[config.mk]
export PLATFORM = sky130hd
export DESIGN_NAME = rss_rx_stats
export DESIGN_NICKNAME = d
export VERILOG_FILES = /design/src/pkg/rss_pkg.sv /design/src/design/rss_rx_stats.sv
export SDC_FILE = /design/constraint.sdc
export NUM_CORES = 1
export LEC_CHECK = 0
export BUFFER_PORTS_ARGS = -buffer_cell sky130_fd_sc_hd__buf_2
export CORE_UTILIZATION = 45
export CTS_CLUSTER_DIAMETER = 60
export CTS_CLUSTER_SIZE = 25
export DETAILED_ROUTE_END_ITERATION = 10
export GPL_ROUTABILITY_DRIVEN = 0
export PLACE_DENSITY = 0.84
export SLEW_MARGIN = 15
export SYNTH_ARGS = -nofsm -noshare
export SYNTH_HDL_FRONTEND = slang
export SYNTH_SLANG_ARGS = --single-unit
[constraint.sdc]
create_clock -name core_clk_i -period 2.6 [get_ports core_clk_i]
set_input_delay 0.65 -clock core_clk_i [delete_from_list [all_inputs] [get_ports core_clk_i]]
set_output_delay 0.65 -clock core_clk_i [all_outputs]
set_load 0.05 [all_outputs]
[src/pkg/rss_pkg.sv]
// rss_pkg: register map, length thresholds and codes for rx statistics
package rss_pkg;

  // bus geometry
  localparam int AXI_ADDR_W = 8;
  localparam int AXI_DATA_W = 32;

  // register byte offsets
  localparam logic [7:0] CTRL_OFFS = 8'h00;
  localparam logic [7:0] MAX_LEN_OFFS = 8'h04;
  localparam logic [7:0] MIN_LEN_OFFS = 8'h08;
  localparam logic [7:0] STATUS_OFFS = 8'h0c;

  // field positions
  localparam int CTRL_TP_EN_BIT = 0;
  localparam int LEN_W = 14;
  localparam int STATUS_PARITY_LSB = 0;
  localparam int STATUS_TP_ACTIVE_BIT = 8;
  localparam int STATUS_SIG_OS_BIT = 9;

  // reset values
  localparam logic CTRL_TP_EN_RST = 1'b0;
  localparam logic [13:0] MAX_LEN_RST = 14'h05ee;
  localparam logic [13:0] MIN_LEN_RST = 14'h0040;

  // histogram and size-class boundaries, in bytes
  localparam logic [13:0] LEN_64 = 14'h0040;
  localparam logic [13:0] LEN_127 = 14'h007f;
  localparam logic [13:0] LEN_255 = 14'h00ff;
  localparam logic [13:0] LEN_511 = 14'h01ff;
  localparam logic [13:0] LEN_1023 = 14'h03ff;
  localparam logic [13:0] LEN_1518 = 14'h05ee;
  localparam logic [13:0] LEN_1522 = 14'h05f2;
  localparam logic [13:0] LEN_1548 = 14'h060c;
  localparam logic [13:0] LEN_2047 = 14'h07ff;
  localparam logic [13:0] LEN_4095 = 14'h0fff;
  localparam logic [13:0] LEN_8191 = 14'h1fff;
  localparam logic [13:0] LEN_9215 = 14'h23ff;
  localparam int SIZE_BINS = 12;

  // destination address classes
  localparam logic [1:0] DEST_UNICAST = 2'h0;
  localparam logic [1:0] DEST_MULTICAST = 2'h1;
  localparam logic [1:0] DEST_BROADCAST = 2'h2;

  // axi responses
  localparam logic [1:0] RESP_OKAY = 2'h0;
  localparam logic [1:0] RESP_DECERR = 2'h3;

endpackage : rss_pkg

[src/design/rss_rx_stats.sv]
// rss_rx_stats: rx status and statistics increment generator
// Operation
// Flag every received signal ordered-set word on a status output.
// Test enable set to 1 checks incoming blocks against scrambled idle.
// Mismatches per cycle appear on a 3-bit one-cycle pulse.
// Mismatch output stays zero while test enable is clear.
// Lane 0 marker parity byte is presented on its own output.
// A strobe marks exactly when the marker parity byte is valid.
// Bytes received per cycle appear on an 8-bit increment.
// Packets received per cycle appear on a 4-bit increment.
// Good-byte increment carries a packet's length only if error-free.
// Good-packet increment pulses only on error-free packet completion.
// Bad-FCS pulse for packets from 64 bytes to maximum length.
// Exactly one size bin pulses for each packet in 64 to 9215.
// Packets under 64 bytes counted on a 4-bit increment.
// Giant increment pulses for packets above 9215 bytes.
// Good packets classified unicast, multicast or broadcast.
// Over-maximum with good FCS pulses its own increment.
// Over-maximum pulses regardless of FCS.
// Over-maximum with bad FCS pulses its own increment.
// Under-minimum splits into good-FCS and bad-FCS 4-bit increments.
// Good VLAN-tagged packets pulse the tagged increment.
// Length-field error with good FCS pulses its increment.
// Good-FCS pause and priority pause frames pulse separate increments.
// The user sums all increments every cycle; no totals are kept here.
`timescale 1ns/1ps

module rss_rx_stats
  import rss_pkg::*;
#(
  parameter int BLOCKS = 4
)
(
  input wire logic core_clk_i,
  input wire logic reset_i,
  // axi4-lite slave
  input wire logic [AXI_ADDR_W-1:0] s_axi_awaddr_i,
  input wire logic s_axi_awvalid_i,
  output logic s_axi_awready_o,
  input wire logic [AXI_DATA_W-1:0] s_axi_wdata_i,
  input wire logic [3:0] s_axi_wstrb_i,
  input wire logic s_axi_wvalid_i,
  output logic s_axi_wready_o,
  output logic [1:0] s_axi_bresp_o,
  output logic s_axi_bvalid_o,
  input wire logic s_axi_bready_i,
  input wire logic [AXI_ADDR_W-1:0] s_axi_araddr_i,
  input wire logic s_axi_arvalid_i,
  output logic s_axi_arready_o,
  output logic [AXI_DATA_W-1:0] s_axi_rdata_o,
  output logic [1:0] s_axi_rresp_o,
  output logic s_axi_rvalid_o,
  input wire logic s_axi_rready_i,
  // decoded receive pcs events
  input wire logic rx_sig_os_word_i,
  input wire logic [BLOCKS-1:0] rx_blk_valid_i,
  input wire logic [BLOCKS-1:0] rx_blk_is_idle_i,
  input wire logic rx_marker_valid_i,
  input wire logic [7:0] rx_marker_parity_i,
  // receive mac packet events
  input wire logic [7:0] rx_cycle_bytes_i,
  input wire logic rx_eop_valid_i,
  input wire logic [LEN_W-1:0] rx_eop_len_i,
  input wire logic rx_eop_fcs_bad_i,
  input wire logic rx_eop_frame_err_i,
  input wire logic [1:0] rx_eop_dest_i,
  input wire logic rx_eop_vlan_i,
  input wire logic rx_eop_len_field_err_i,
  input wire logic rx_eop_pause_i,
  input wire logic rx_eop_prio_pause_i,
  // status and increments
  output logic rx_signal_ordered_set_seen_o,
  output logic [2:0] rx_test_mismatch_incr_o,
  output logic [7:0] rx_first_lane_marker_parity_o,
  output logic rx_first_lane_marker_parity_strobe_o,
  output logic [7:0] rx_total_bytes_incr_o,
  output logic [3:0] rx_total_packets_incr_o,
  output logic [13:0] rx_good_bytes_incr_o,
  output logic rx_good_packets_incr_o,
  output logic rx_crc_error_incr_o,
  output logic [SIZE_BINS-1:0] rx_size_bin_incr_o,
  output logic [3:0] rx_small_incr_o,
  output logic rx_giant_incr_o,
  output logic rx_unicast_incr_o,
  output logic rx_multicast_incr_o,
  output logic rx_broadcast_incr_o,
  output logic rx_over_max_good_incr_o,
  output logic rx_over_max_any_incr_o,
  output logic rx_over_max_bad_incr_o,
  output logic [3:0] rx_under_min_good_incr_o,
  output logic [3:0] rx_under_min_bad_incr_o,
  output logic rx_tagged_frame_incr_o,
  output logic rx_length_field_error_incr_o,
  output logic rx_pause_incr_o,
  output logic rx_prio_pause_incr_o
);

  // merge a write into a register honouring byte strobes
  function automatic logic [31:0] apply_strb(input logic [31:0] old_val,
                                             input logic [31:0] new_val,
                                             input logic [3:0] strb);
    logic [31:0] res;
    res = old_val;
    for (int i = 0; i < 4; i++)
    begin
      if (strb[i])
        res[i*8 +: 8] = new_val[i*8 +: 8];
    end
    return res;
  endfunction : apply_strb

  // one-hot histogram bin, zero outside 64..9215
  function automatic logic [SIZE_BINS-1:0] size_bin(input logic [13:0] len);
    logic [SIZE_BINS-1:0] b;
    b = '0;
    b[0] = (len == LEN_64);
    b[1] = (len > LEN_64) && (len <= LEN_127);
    b[2] = (len > LEN_127) && (len <= LEN_255);
    b[3] = (len > LEN_255) && (len <= LEN_511);
    b[4] = (len > LEN_511) && (len <= LEN_1023);
    b[5] = (len > LEN_1023) && (len <= LEN_1518);
    b[6] = (len > LEN_1518) && (len <= LEN_1522);
    b[7] = (len > LEN_1522) && (len <= LEN_1548);
    b[8] = (len > LEN_1548) && (len <= LEN_2047);
    b[9] = (len > LEN_2047) && (len <= LEN_4095);
    b[10] = (len > LEN_4095) && (len <= LEN_8191);
    b[11] = (len > LEN_8191) && (len <= LEN_9215);
    return b;
  endfunction : size_bin

  // control registers
  logic tp_en_q;
  logic [13:0] max_len_q;
  logic [13:0] min_len_q;
  logic [31:0] ctrl_wr_word;
  logic [31:0] max_wr_word;
  logic [31:0] min_wr_word;

  // axi handshake state
  logic awready_q;
  logic wready_q;
  logic aw_full_q;
  logic w_full_q;
  logic [7:0] wr_addr_q;
  logic [31:0] wr_data_q;
  logic [3:0] wr_strb_q;
  logic bvalid_q;
  logic [1:0] bresp_q;
  logic arready_q;
  logic rvalid_q;
  logic [31:0] rdata_q;
  logic [1:0] rresp_q;
  logic do_write;

  // both halves of a write are in and no response is pending
  assign do_write = aw_full_q && w_full_q && !bvalid_q;

  // write address and data accepted independently, in either order
  always_ff @(posedge core_clk_i)
  begin
    if (reset_i)
    begin
      awready_q <= 1'b0;
      wready_q <= 1'b0;
      aw_full_q <= 1'b0;
      w_full_q <= 1'b0;
      wr_addr_q <= 8'h00;
      wr_data_q <= 32'h0000_0000;
      wr_strb_q <= 4'h0;
    end
    else
    begin
      if (s_axi_awvalid_i && awready_q)
      begin
        awready_q <= 1'b0;
        aw_full_q <= 1'b1;
        wr_addr_q <= s_axi_awaddr_i;
      end
      else if (!aw_full_q && !bvalid_q)
        awready_q <= 1'b1;
      if (s_axi_wvalid_i && wready_q)
      begin
        wready_q <= 1'b0;
        w_full_q <= 1'b1;
        wr_data_q <= s_axi_wdata_i;
        wr_strb_q <= s_axi_wstrb_i;
      end
      else if (!w_full_q && !bvalid_q)
        wready_q <= 1'b1;
      if (do_write)
      begin
        aw_full_q <= 1'b0;
        w_full_q <= 1'b0;
      end
    end
  end

  // write response follows the cycle after both halves are held
  always_ff @(posedge core_clk_i)
  begin
    if (reset_i)
    begin
      bvalid_q <= 1'b0;
      bresp_q <= RESP_OKAY;
    end
    else if (do_write)
    begin
      bvalid_q <= 1'b1;
      unique case (wr_addr_q)
        CTRL_OFFS, MAX_LEN_OFFS, MIN_LEN_OFFS, STATUS_OFFS:
          bresp_q <= RESP_OKAY;
        default:
          bresp_q <= RESP_DECERR;
      endcase
    end
    else if (bvalid_q && s_axi_bready_i)
      bvalid_q <= 1'b0;
  end

  // strobe-merged words; a select on a call result is not portable
  assign ctrl_wr_word = apply_strb({31'h0, tp_en_q}, wr_data_q, wr_strb_q);
  assign max_wr_word = apply_strb({18'h0, max_len_q}, wr_data_q, wr_strb_q);
  assign min_wr_word = apply_strb({18'h0, min_len_q}, wr_data_q, wr_strb_q);

  // test enable register
  // status is read-only; writes to it are accepted and dropped
  always_ff @(posedge core_clk_i)
  begin
    if (reset_i)
    begin
      tp_en_q <= CTRL_TP_EN_RST;
      max_len_q <= MAX_LEN_RST;
      min_len_q <= MIN_LEN_RST;
    end
    else if (do_write)
    begin
      if (wr_addr_q == CTRL_OFFS)
        tp_en_q <= ctrl_wr_word[CTRL_TP_EN_BIT];
      if (wr_addr_q == MAX_LEN_OFFS)
        max_len_q <= max_wr_word[LEN_W-1:0];
      if (wr_addr_q == MIN_LEN_OFFS)
        min_len_q <= min_wr_word[LEN_W-1:0];
    end
  end

  // read channel: data one cycle after the address is taken
  always_ff @(posedge core_clk_i)
  begin
    if (reset_i)
    begin
      arready_q <= 1'b0;
      rvalid_q <= 1'b0;
      rdata_q <= 32'h0000_0000;
      rresp_q <= RESP_OKAY;
    end
    else if (s_axi_arvalid_i && arready_q)
    begin
      arready_q <= 1'b0;
      rvalid_q <= 1'b1;
      rresp_q <= RESP_OKAY;
      rdata_q <= 32'h0000_0000;
      unique case (s_axi_araddr_i)
        CTRL_OFFS:
          rdata_q[CTRL_TP_EN_BIT] <= tp_en_q;
        MAX_LEN_OFFS:
          rdata_q[LEN_W-1:0] <= max_len_q;
        MIN_LEN_OFFS:
          rdata_q[LEN_W-1:0] <= min_len_q;
        STATUS_OFFS:
        begin
          rdata_q[STATUS_PARITY_LSB +: 8] <= rx_first_lane_marker_parity_o;
          rdata_q[STATUS_TP_ACTIVE_BIT] <= tp_en_q;
          rdata_q[STATUS_SIG_OS_BIT] <= rx_signal_ordered_set_seen_o;
        end
        default:
          rresp_q <= RESP_DECERR;
      endcase
    end
    else if (rvalid_q && s_axi_rready_i)
    begin
      rvalid_q <= 1'b0;
      arready_q <= 1'b1;
    end
    else if (!rvalid_q)
      arready_q <= 1'b1;
  end

  assign s_axi_awready_o = awready_q;
  assign s_axi_wready_o = wready_q;
  assign s_axi_bvalid_o = bvalid_q;
  assign s_axi_bresp_o = bresp_q;
  assign s_axi_arready_o = arready_q;
  assign s_axi_rvalid_o = rvalid_q;
  assign s_axi_rdata_o = rdata_q;
  assign s_axi_rresp_o = rresp_q;

  // packet classification terms
  logic fcs_ok;
  logic over_max;
  logic under_min;
  logic pkt_good;
  logic [2:0] mismatch_cnt;

  assign fcs_ok = !rx_eop_fcs_bad_i;
  assign over_max = rx_eop_len_i > max_len_q;
  assign under_min = rx_eop_len_i < min_len_q;
  assign pkt_good = rx_eop_valid_i && fcs_ok && !rx_eop_frame_err_i &&
                    !over_max && !under_min;

  // count valid blocks that are not scrambled idle
  always_comb
  begin
    mismatch_cnt = 3'h0;
    for (int i = 0; i < BLOCKS; i++)
      mismatch_cnt = mismatch_cnt +
                     3'(rx_blk_valid_i[i] && !rx_blk_is_idle_i[i]);
  end

  // pcs side status, all one-cycle pulses
  always_ff @(posedge core_clk_i)
  begin
    if (reset_i)
    begin
      rx_signal_ordered_set_seen_o <= 1'b0;
      rx_test_mismatch_incr_o <= 3'h0;
      rx_first_lane_marker_parity_strobe_o <= 1'b0;
    end
    else
    begin
      // ordered-set flag
      rx_signal_ordered_set_seen_o <= rx_sig_os_word_i;
      // gated mismatch count
      rx_test_mismatch_incr_o <= tp_en_q ? mismatch_cnt : 3'h0;
      // parity valid strobe
      rx_first_lane_marker_parity_strobe_o <= rx_marker_valid_i;
    end
  end

  // parity byte held between markers so it can be read later
  always_ff @(posedge core_clk_i)
  begin
    if (reset_i)
      rx_first_lane_marker_parity_o <= 8'h00;
    else if (rx_marker_valid_i)
      rx_first_lane_marker_parity_o <= rx_marker_parity_i;
  end

  // volume increments; totals are left to the user's counters
  // no accumulation here
  always_ff @(posedge core_clk_i)
  begin
    if (reset_i)
    begin
      rx_total_bytes_incr_o <= 8'h00;
      rx_total_packets_incr_o <= 4'h0;
      rx_good_bytes_incr_o <= 14'h0000;
      rx_good_packets_incr_o <= 1'b0;
    end
    else
    begin
      // bytes this cycle
      rx_total_bytes_incr_o <= rx_cycle_bytes_i;
      // packets this cycle
      rx_total_packets_incr_o <= {3'h0, rx_eop_valid_i};
      // good bytes on completion
      rx_good_bytes_incr_o <= pkt_good ? rx_eop_len_i : 14'h0000;
      // good packet pulse
      rx_good_packets_incr_o <= pkt_good;
    end
  end

  // size and error classes, one pulse per completed packet
  always_ff @(posedge core_clk_i)
  begin
    if (reset_i)
    begin
      rx_crc_error_incr_o <= 1'b0;
      rx_size_bin_incr_o <= '0;
      rx_small_incr_o <= 4'h0;
      rx_giant_incr_o <= 1'b0;
      rx_over_max_good_incr_o <= 1'b0;
      rx_over_max_any_incr_o <= 1'b0;
      rx_over_max_bad_incr_o <= 1'b0;
      rx_under_min_good_incr_o <= 4'h0;
      rx_under_min_bad_incr_o <= 4'h0;
      rx_length_field_error_incr_o <= 1'b0;
    end
    else
    begin
      // bad fcs in legal range
      rx_crc_error_incr_o <= rx_eop_valid_i && rx_eop_fcs_bad_i &&
                             (rx_eop_len_i >= LEN_64) && !over_max;
      // histogram bin
      rx_size_bin_incr_o <= rx_eop_valid_i ? size_bin(rx_eop_len_i) : '0;
      // runt count
      rx_small_incr_o <= {3'h0, rx_eop_valid_i && (rx_eop_len_i < LEN_64)};
      // giant packet
      rx_giant_incr_o <= rx_eop_valid_i && (rx_eop_len_i > LEN_9215);
      // over max, good fcs
      rx_over_max_good_incr_o <= rx_eop_valid_i && over_max && fcs_ok;
      // over max, any fcs
      rx_over_max_any_incr_o <= rx_eop_valid_i && over_max;
      // over max, bad fcs
      rx_over_max_bad_incr_o <= rx_eop_valid_i && over_max && !fcs_ok;
      // under min split by fcs
      rx_under_min_good_incr_o <= {3'h0,
                                   rx_eop_valid_i && under_min && fcs_ok};
      rx_under_min_bad_incr_o <= {3'h0,
                                  rx_eop_valid_i && under_min && !fcs_ok};
      // length field error
      rx_length_field_error_incr_o <= rx_eop_valid_i && fcs_ok &&
                                      rx_eop_len_field_err_i;
    end
  end

  // frame-type increments for good or good-fcs packets
  always_ff @(posedge core_clk_i)
  begin
    if (reset_i)
    begin
      rx_unicast_incr_o <= 1'b0;
      rx_multicast_incr_o <= 1'b0;
      rx_broadcast_incr_o <= 1'b0;
      rx_tagged_frame_incr_o <= 1'b0;
      rx_pause_incr_o <= 1'b0;
      rx_prio_pause_incr_o <= 1'b0;
    end
    else
    begin
      // destination class
      rx_unicast_incr_o <= pkt_good && (rx_eop_dest_i == DEST_UNICAST);
      rx_multicast_incr_o <= pkt_good && (rx_eop_dest_i == DEST_MULTICAST);
      rx_broadcast_incr_o <= pkt_good && (rx_eop_dest_i == DEST_BROADCAST);
      // tagged frame
      rx_tagged_frame_incr_o <= pkt_good && rx_eop_vlan_i;
      // pause frames
      rx_pause_incr_o <= rx_eop_valid_i && fcs_ok && rx_eop_pause_i;
      rx_prio_pause_incr_o <= rx_eop_valid_i && fcs_ok && rx_eop_prio_pause_i;
    end
  end
endmodule : rss_rx_stats

==> flow_metrics.tcl <==
set metrics [dict create \
    slowest_delay_ns 0.40 \
    cts_setup_buffers 0 \
    worstRegToRegCells 8 \
    synth_top_area_cell "dfxtp_1" \
    ys_ff_latch 140 \
    grt-ovfl-total 0 \
    relSlewSlack 0.3837 \
    cts-htree-levels 4 \
    dp_worst_setup_slack_ns 0.1823 \
    worst_slack_ns 0.4348 \
    synth.cell_area_mm2 0.006006 \
    required_ns 2.95 \
    via_per_inst 5.108 \
    synth_top_area_share 0.4667 \
    async_flop_share 0 \
    r2r-start "max_len_q[11]" \
    final_area_mm2 0.007566 \
    reg2reg_slack_ns 0.43 \
    hp-class "in -> reg" \
    fin_setup_tns_ns 0 \
    fill_cells 1163 \
    start_util 0.4683 \
    arrival_ns 2.51 \
    layout.cells.non_filler 1043 \
    crit_path_end_kind "flip-flop" \
    fin_nets 998 \
    wl_per_cell_um 14.72 \
    fp.dieH_um 117.5 \
    power.density_mw_per_mm2 694.1 \
    setup-violations-final 0 \
    area_growth_syn_to_layout_pct 25.98 \
    cp.depth 8 \
    insertion_delay_ns 0.42 \
    worst_setup_path_start_kind "flip-flop" \
    finalHoldViolations 0 \
    fin_util 0.5900 \
    synth_flop_cell "dfxtp_1" \
    hold_start "rx_eop_len_field_err_i" \
    drc 0 \
    r2r-end "rx_over_max_good_incr_o" \
    cp_max_fo 23 \
    grt_pass1_wl_mm 24.72 \
    fin_total_pwr_mw 5.252 \
    fin_crit_sh 0.8328 \
    drive_above_1_share 0.2641 \
    synthCells 683 \
    critPathTopFamily "simple AND/OR/NAND/NOR gates" \
    max_freq_mhz 461.8 \
    cts_tree "yes" \
    rsz0062_at_grt "false" \
    run_status "completed" \
    dp.cells 1013 \
    antenna_left 0 \
    synth_common_cells "dfxtp_1, nand2_1, a21oi_1, nor2_1, inv_1" \
    min_path_cells 2 \
    cts.path.max_buffers 2 \
    drt-total-wl_mm 15.36 \
    hold_end "rx_length_field_error_incr_o" \
    vdd_drop_max_mv 0.4115 \
    grt_pass1_vias 5074 \
    placed_area_mm2 0.006980 \
    period_minus_slack_ns 2.165 \
    clk_pin_slew_worst_paths_ns 0.06 \
    die-area_mm2 0.01381 \
    finClkSkew_ns 0.007157 \
    synth-seq-area-share 0.4667 \
    synth_most_common_cell "dfxtp_1" \
    synthTopCellsByArea "dfxtp_1, ha_1, nand2_1, a21oi_1, buf_4" \
    synth_warnings 0 \
    ys_types 52 \
    critPathSlowestCell "nor4_1" \
    synth_edf_count 0 \
    boundaryPins 225 \
    dp_hpwl_mm 11.04 \
    drt-pass1-iter-count 5 \
    numCtsBuffers 17 \
    die_w_um 117.5 \
    grt_use_total 0.2259 \
    crit_chain "inv_1 > ha_1 > nand2_1 > nor4_1 > o31ai_1 > a22oi_1 > buf_4 > and2_1" \
    rows 41 \
    grt_max_degree 77 \
    drtIter0Drc 323 \
    cts_resized 0 \
    cts_num_sinks 140 \
    drv_cap 0 \
    coreArea_mm2 0.01282 \
    diodes 0 \
    fin_worst_hold_slack_ns 0.4362 \
    slew_violations 0 \
    io_buffer_count 174 \
    antenna_found_initial 0 \
    p_leak_nw 3.413 \
    path_buf_inv 2 \
    root_buffer "clkbuf_16" \
    crit_type "reg -> reg" \
    cts-hold-fix-buffers 0 \
    avgSynthCellArea_um2 8.793 \
    vias 5328 \
    tightest_slew_ns 0.9244 \
]
worst max-delay path by stage:
stage	from	slack [ns]	end
6_report	max_len_q[11]	0.43	rx_over_max_good_incr_o
5_1_grt	max_len_q[13]	0.38	rx_over_max_good_incr_o
4_1_cts	max_len_q[12]	0.47	rx_over_max_good_incr_o
3_5_place_dp	rx_eop_len_i[13]	0.18	rx_over_max_bad_incr_o
3_3_place_gp	rx_eop_len_i[13]	0.23	rx_over_max_bad_incr_o
2_1_floorplan	rx_eop_len_i[13]	0.43	rx_over_max_bad_incr_o
worst reg2reg max path: stages (launching register included):
cell and delay, ns:
dfxtp_1 0.39, inv_1 0.08, ha_1 0.30, nand2_1 0.08, nor4_1 0.40, o31ai_1 0.15, a22oi_1 0.19, buf_4 0.28
and2_1 0.22
cell type report:
class	instances	area (µm²)	area share
multi-input cells	474	2820	0.3727
flip-flops and latches	140	2803	0.3704
repair buffers	190	1003	0.1326
clock buffers	23	498.0	0.06582
well taps	172	215.2	0.02844
inverters	37	138.9	0.01836
clock inverters	7	87.58	0.01158
sequential cells by signal (all words and copies together) (netlist names), 2 cells and up:
signal,count
max_len_q,14
min_len_q,14
rx_good_bytes_incr_o,14
s_axi_rdata_o,14
wr_data_q,14
rx_size_bin_incr_o,12
rx_first_lane_marker_parity_o,8
rx_total_bytes_incr_o,8
wr_addr_q,8
rx_test_mismatch_incr_o,3
wr_strb_q,2
placed cells by master, fill, tap and decap left out, drive strengths merged, types with 2 or more instances in the layout:
| cell type | n |
|---|---|
| nor3 | 32 |
| o221ai | 2 |
| bufinv | 2 |
| a21oi | 56 |
| a22oi | 15 |
| buf | 190 |
| conb | 30 |
| nor3b | 5 |
| or3 | 4 |
| a311oi | 2 |
| and3 | 6 |
| nor2b | 16 |
| o211ai | 6 |
| o21ai | 26 |
| dfxtp | 140 |
| nand3 | 5 |
| inv | 37 |
| ha | 29 |
| mux2i | 23 |
| a211o | 4 |
| nand2b | 10 |
| clkinv | 4 |
| nor2 | 57 |
| nand3b | 12 |
| and2 | 11 |
| nor4 | 7 |
| nand2 | 94 |
| clkbuf | 23 |
| nand4 | 5 |
where the power goes:
| group | leakage (nW) | total [mW] | switching [mW] | internal, mW |
|---|---|---|---|---|
| combinational | 1.98 | 0.620 | 0.442 | 0.177 |
| clock | 0.291 | 2.39 | 0.868 | 1.52 |
| sequential | 1.14 | 2.24 | 0.0412 | 2.20 |
logic make-up after synthesis:
logic type                 share of synthesized area
and+or+nand+nor                               0.2263
DFF                                           0.4667
buffers and inverters                        0.08271
AOI/OAI and AO/OA                             0.1179
muxes                                        0.04208
other                                      0.0006244
adders and majority gates                    0.06375
per-layer routing:
| metal | up-vias | part of all wire | track usage |
|---|---|---|---|
| met5 | - | 0 | 0 |
| met4 | 0 | 0.022 | 0.09135 |
| met3 | 28 | 0.067 | 0.07655 |
| met2 | 238 | 0.50 | 0.3850 |
| met1 | 2443 | 0.41 | 0.2588 |
| li1 | 2619 | - | - |
Note: power is estimated with default switching activity, not from simulation.
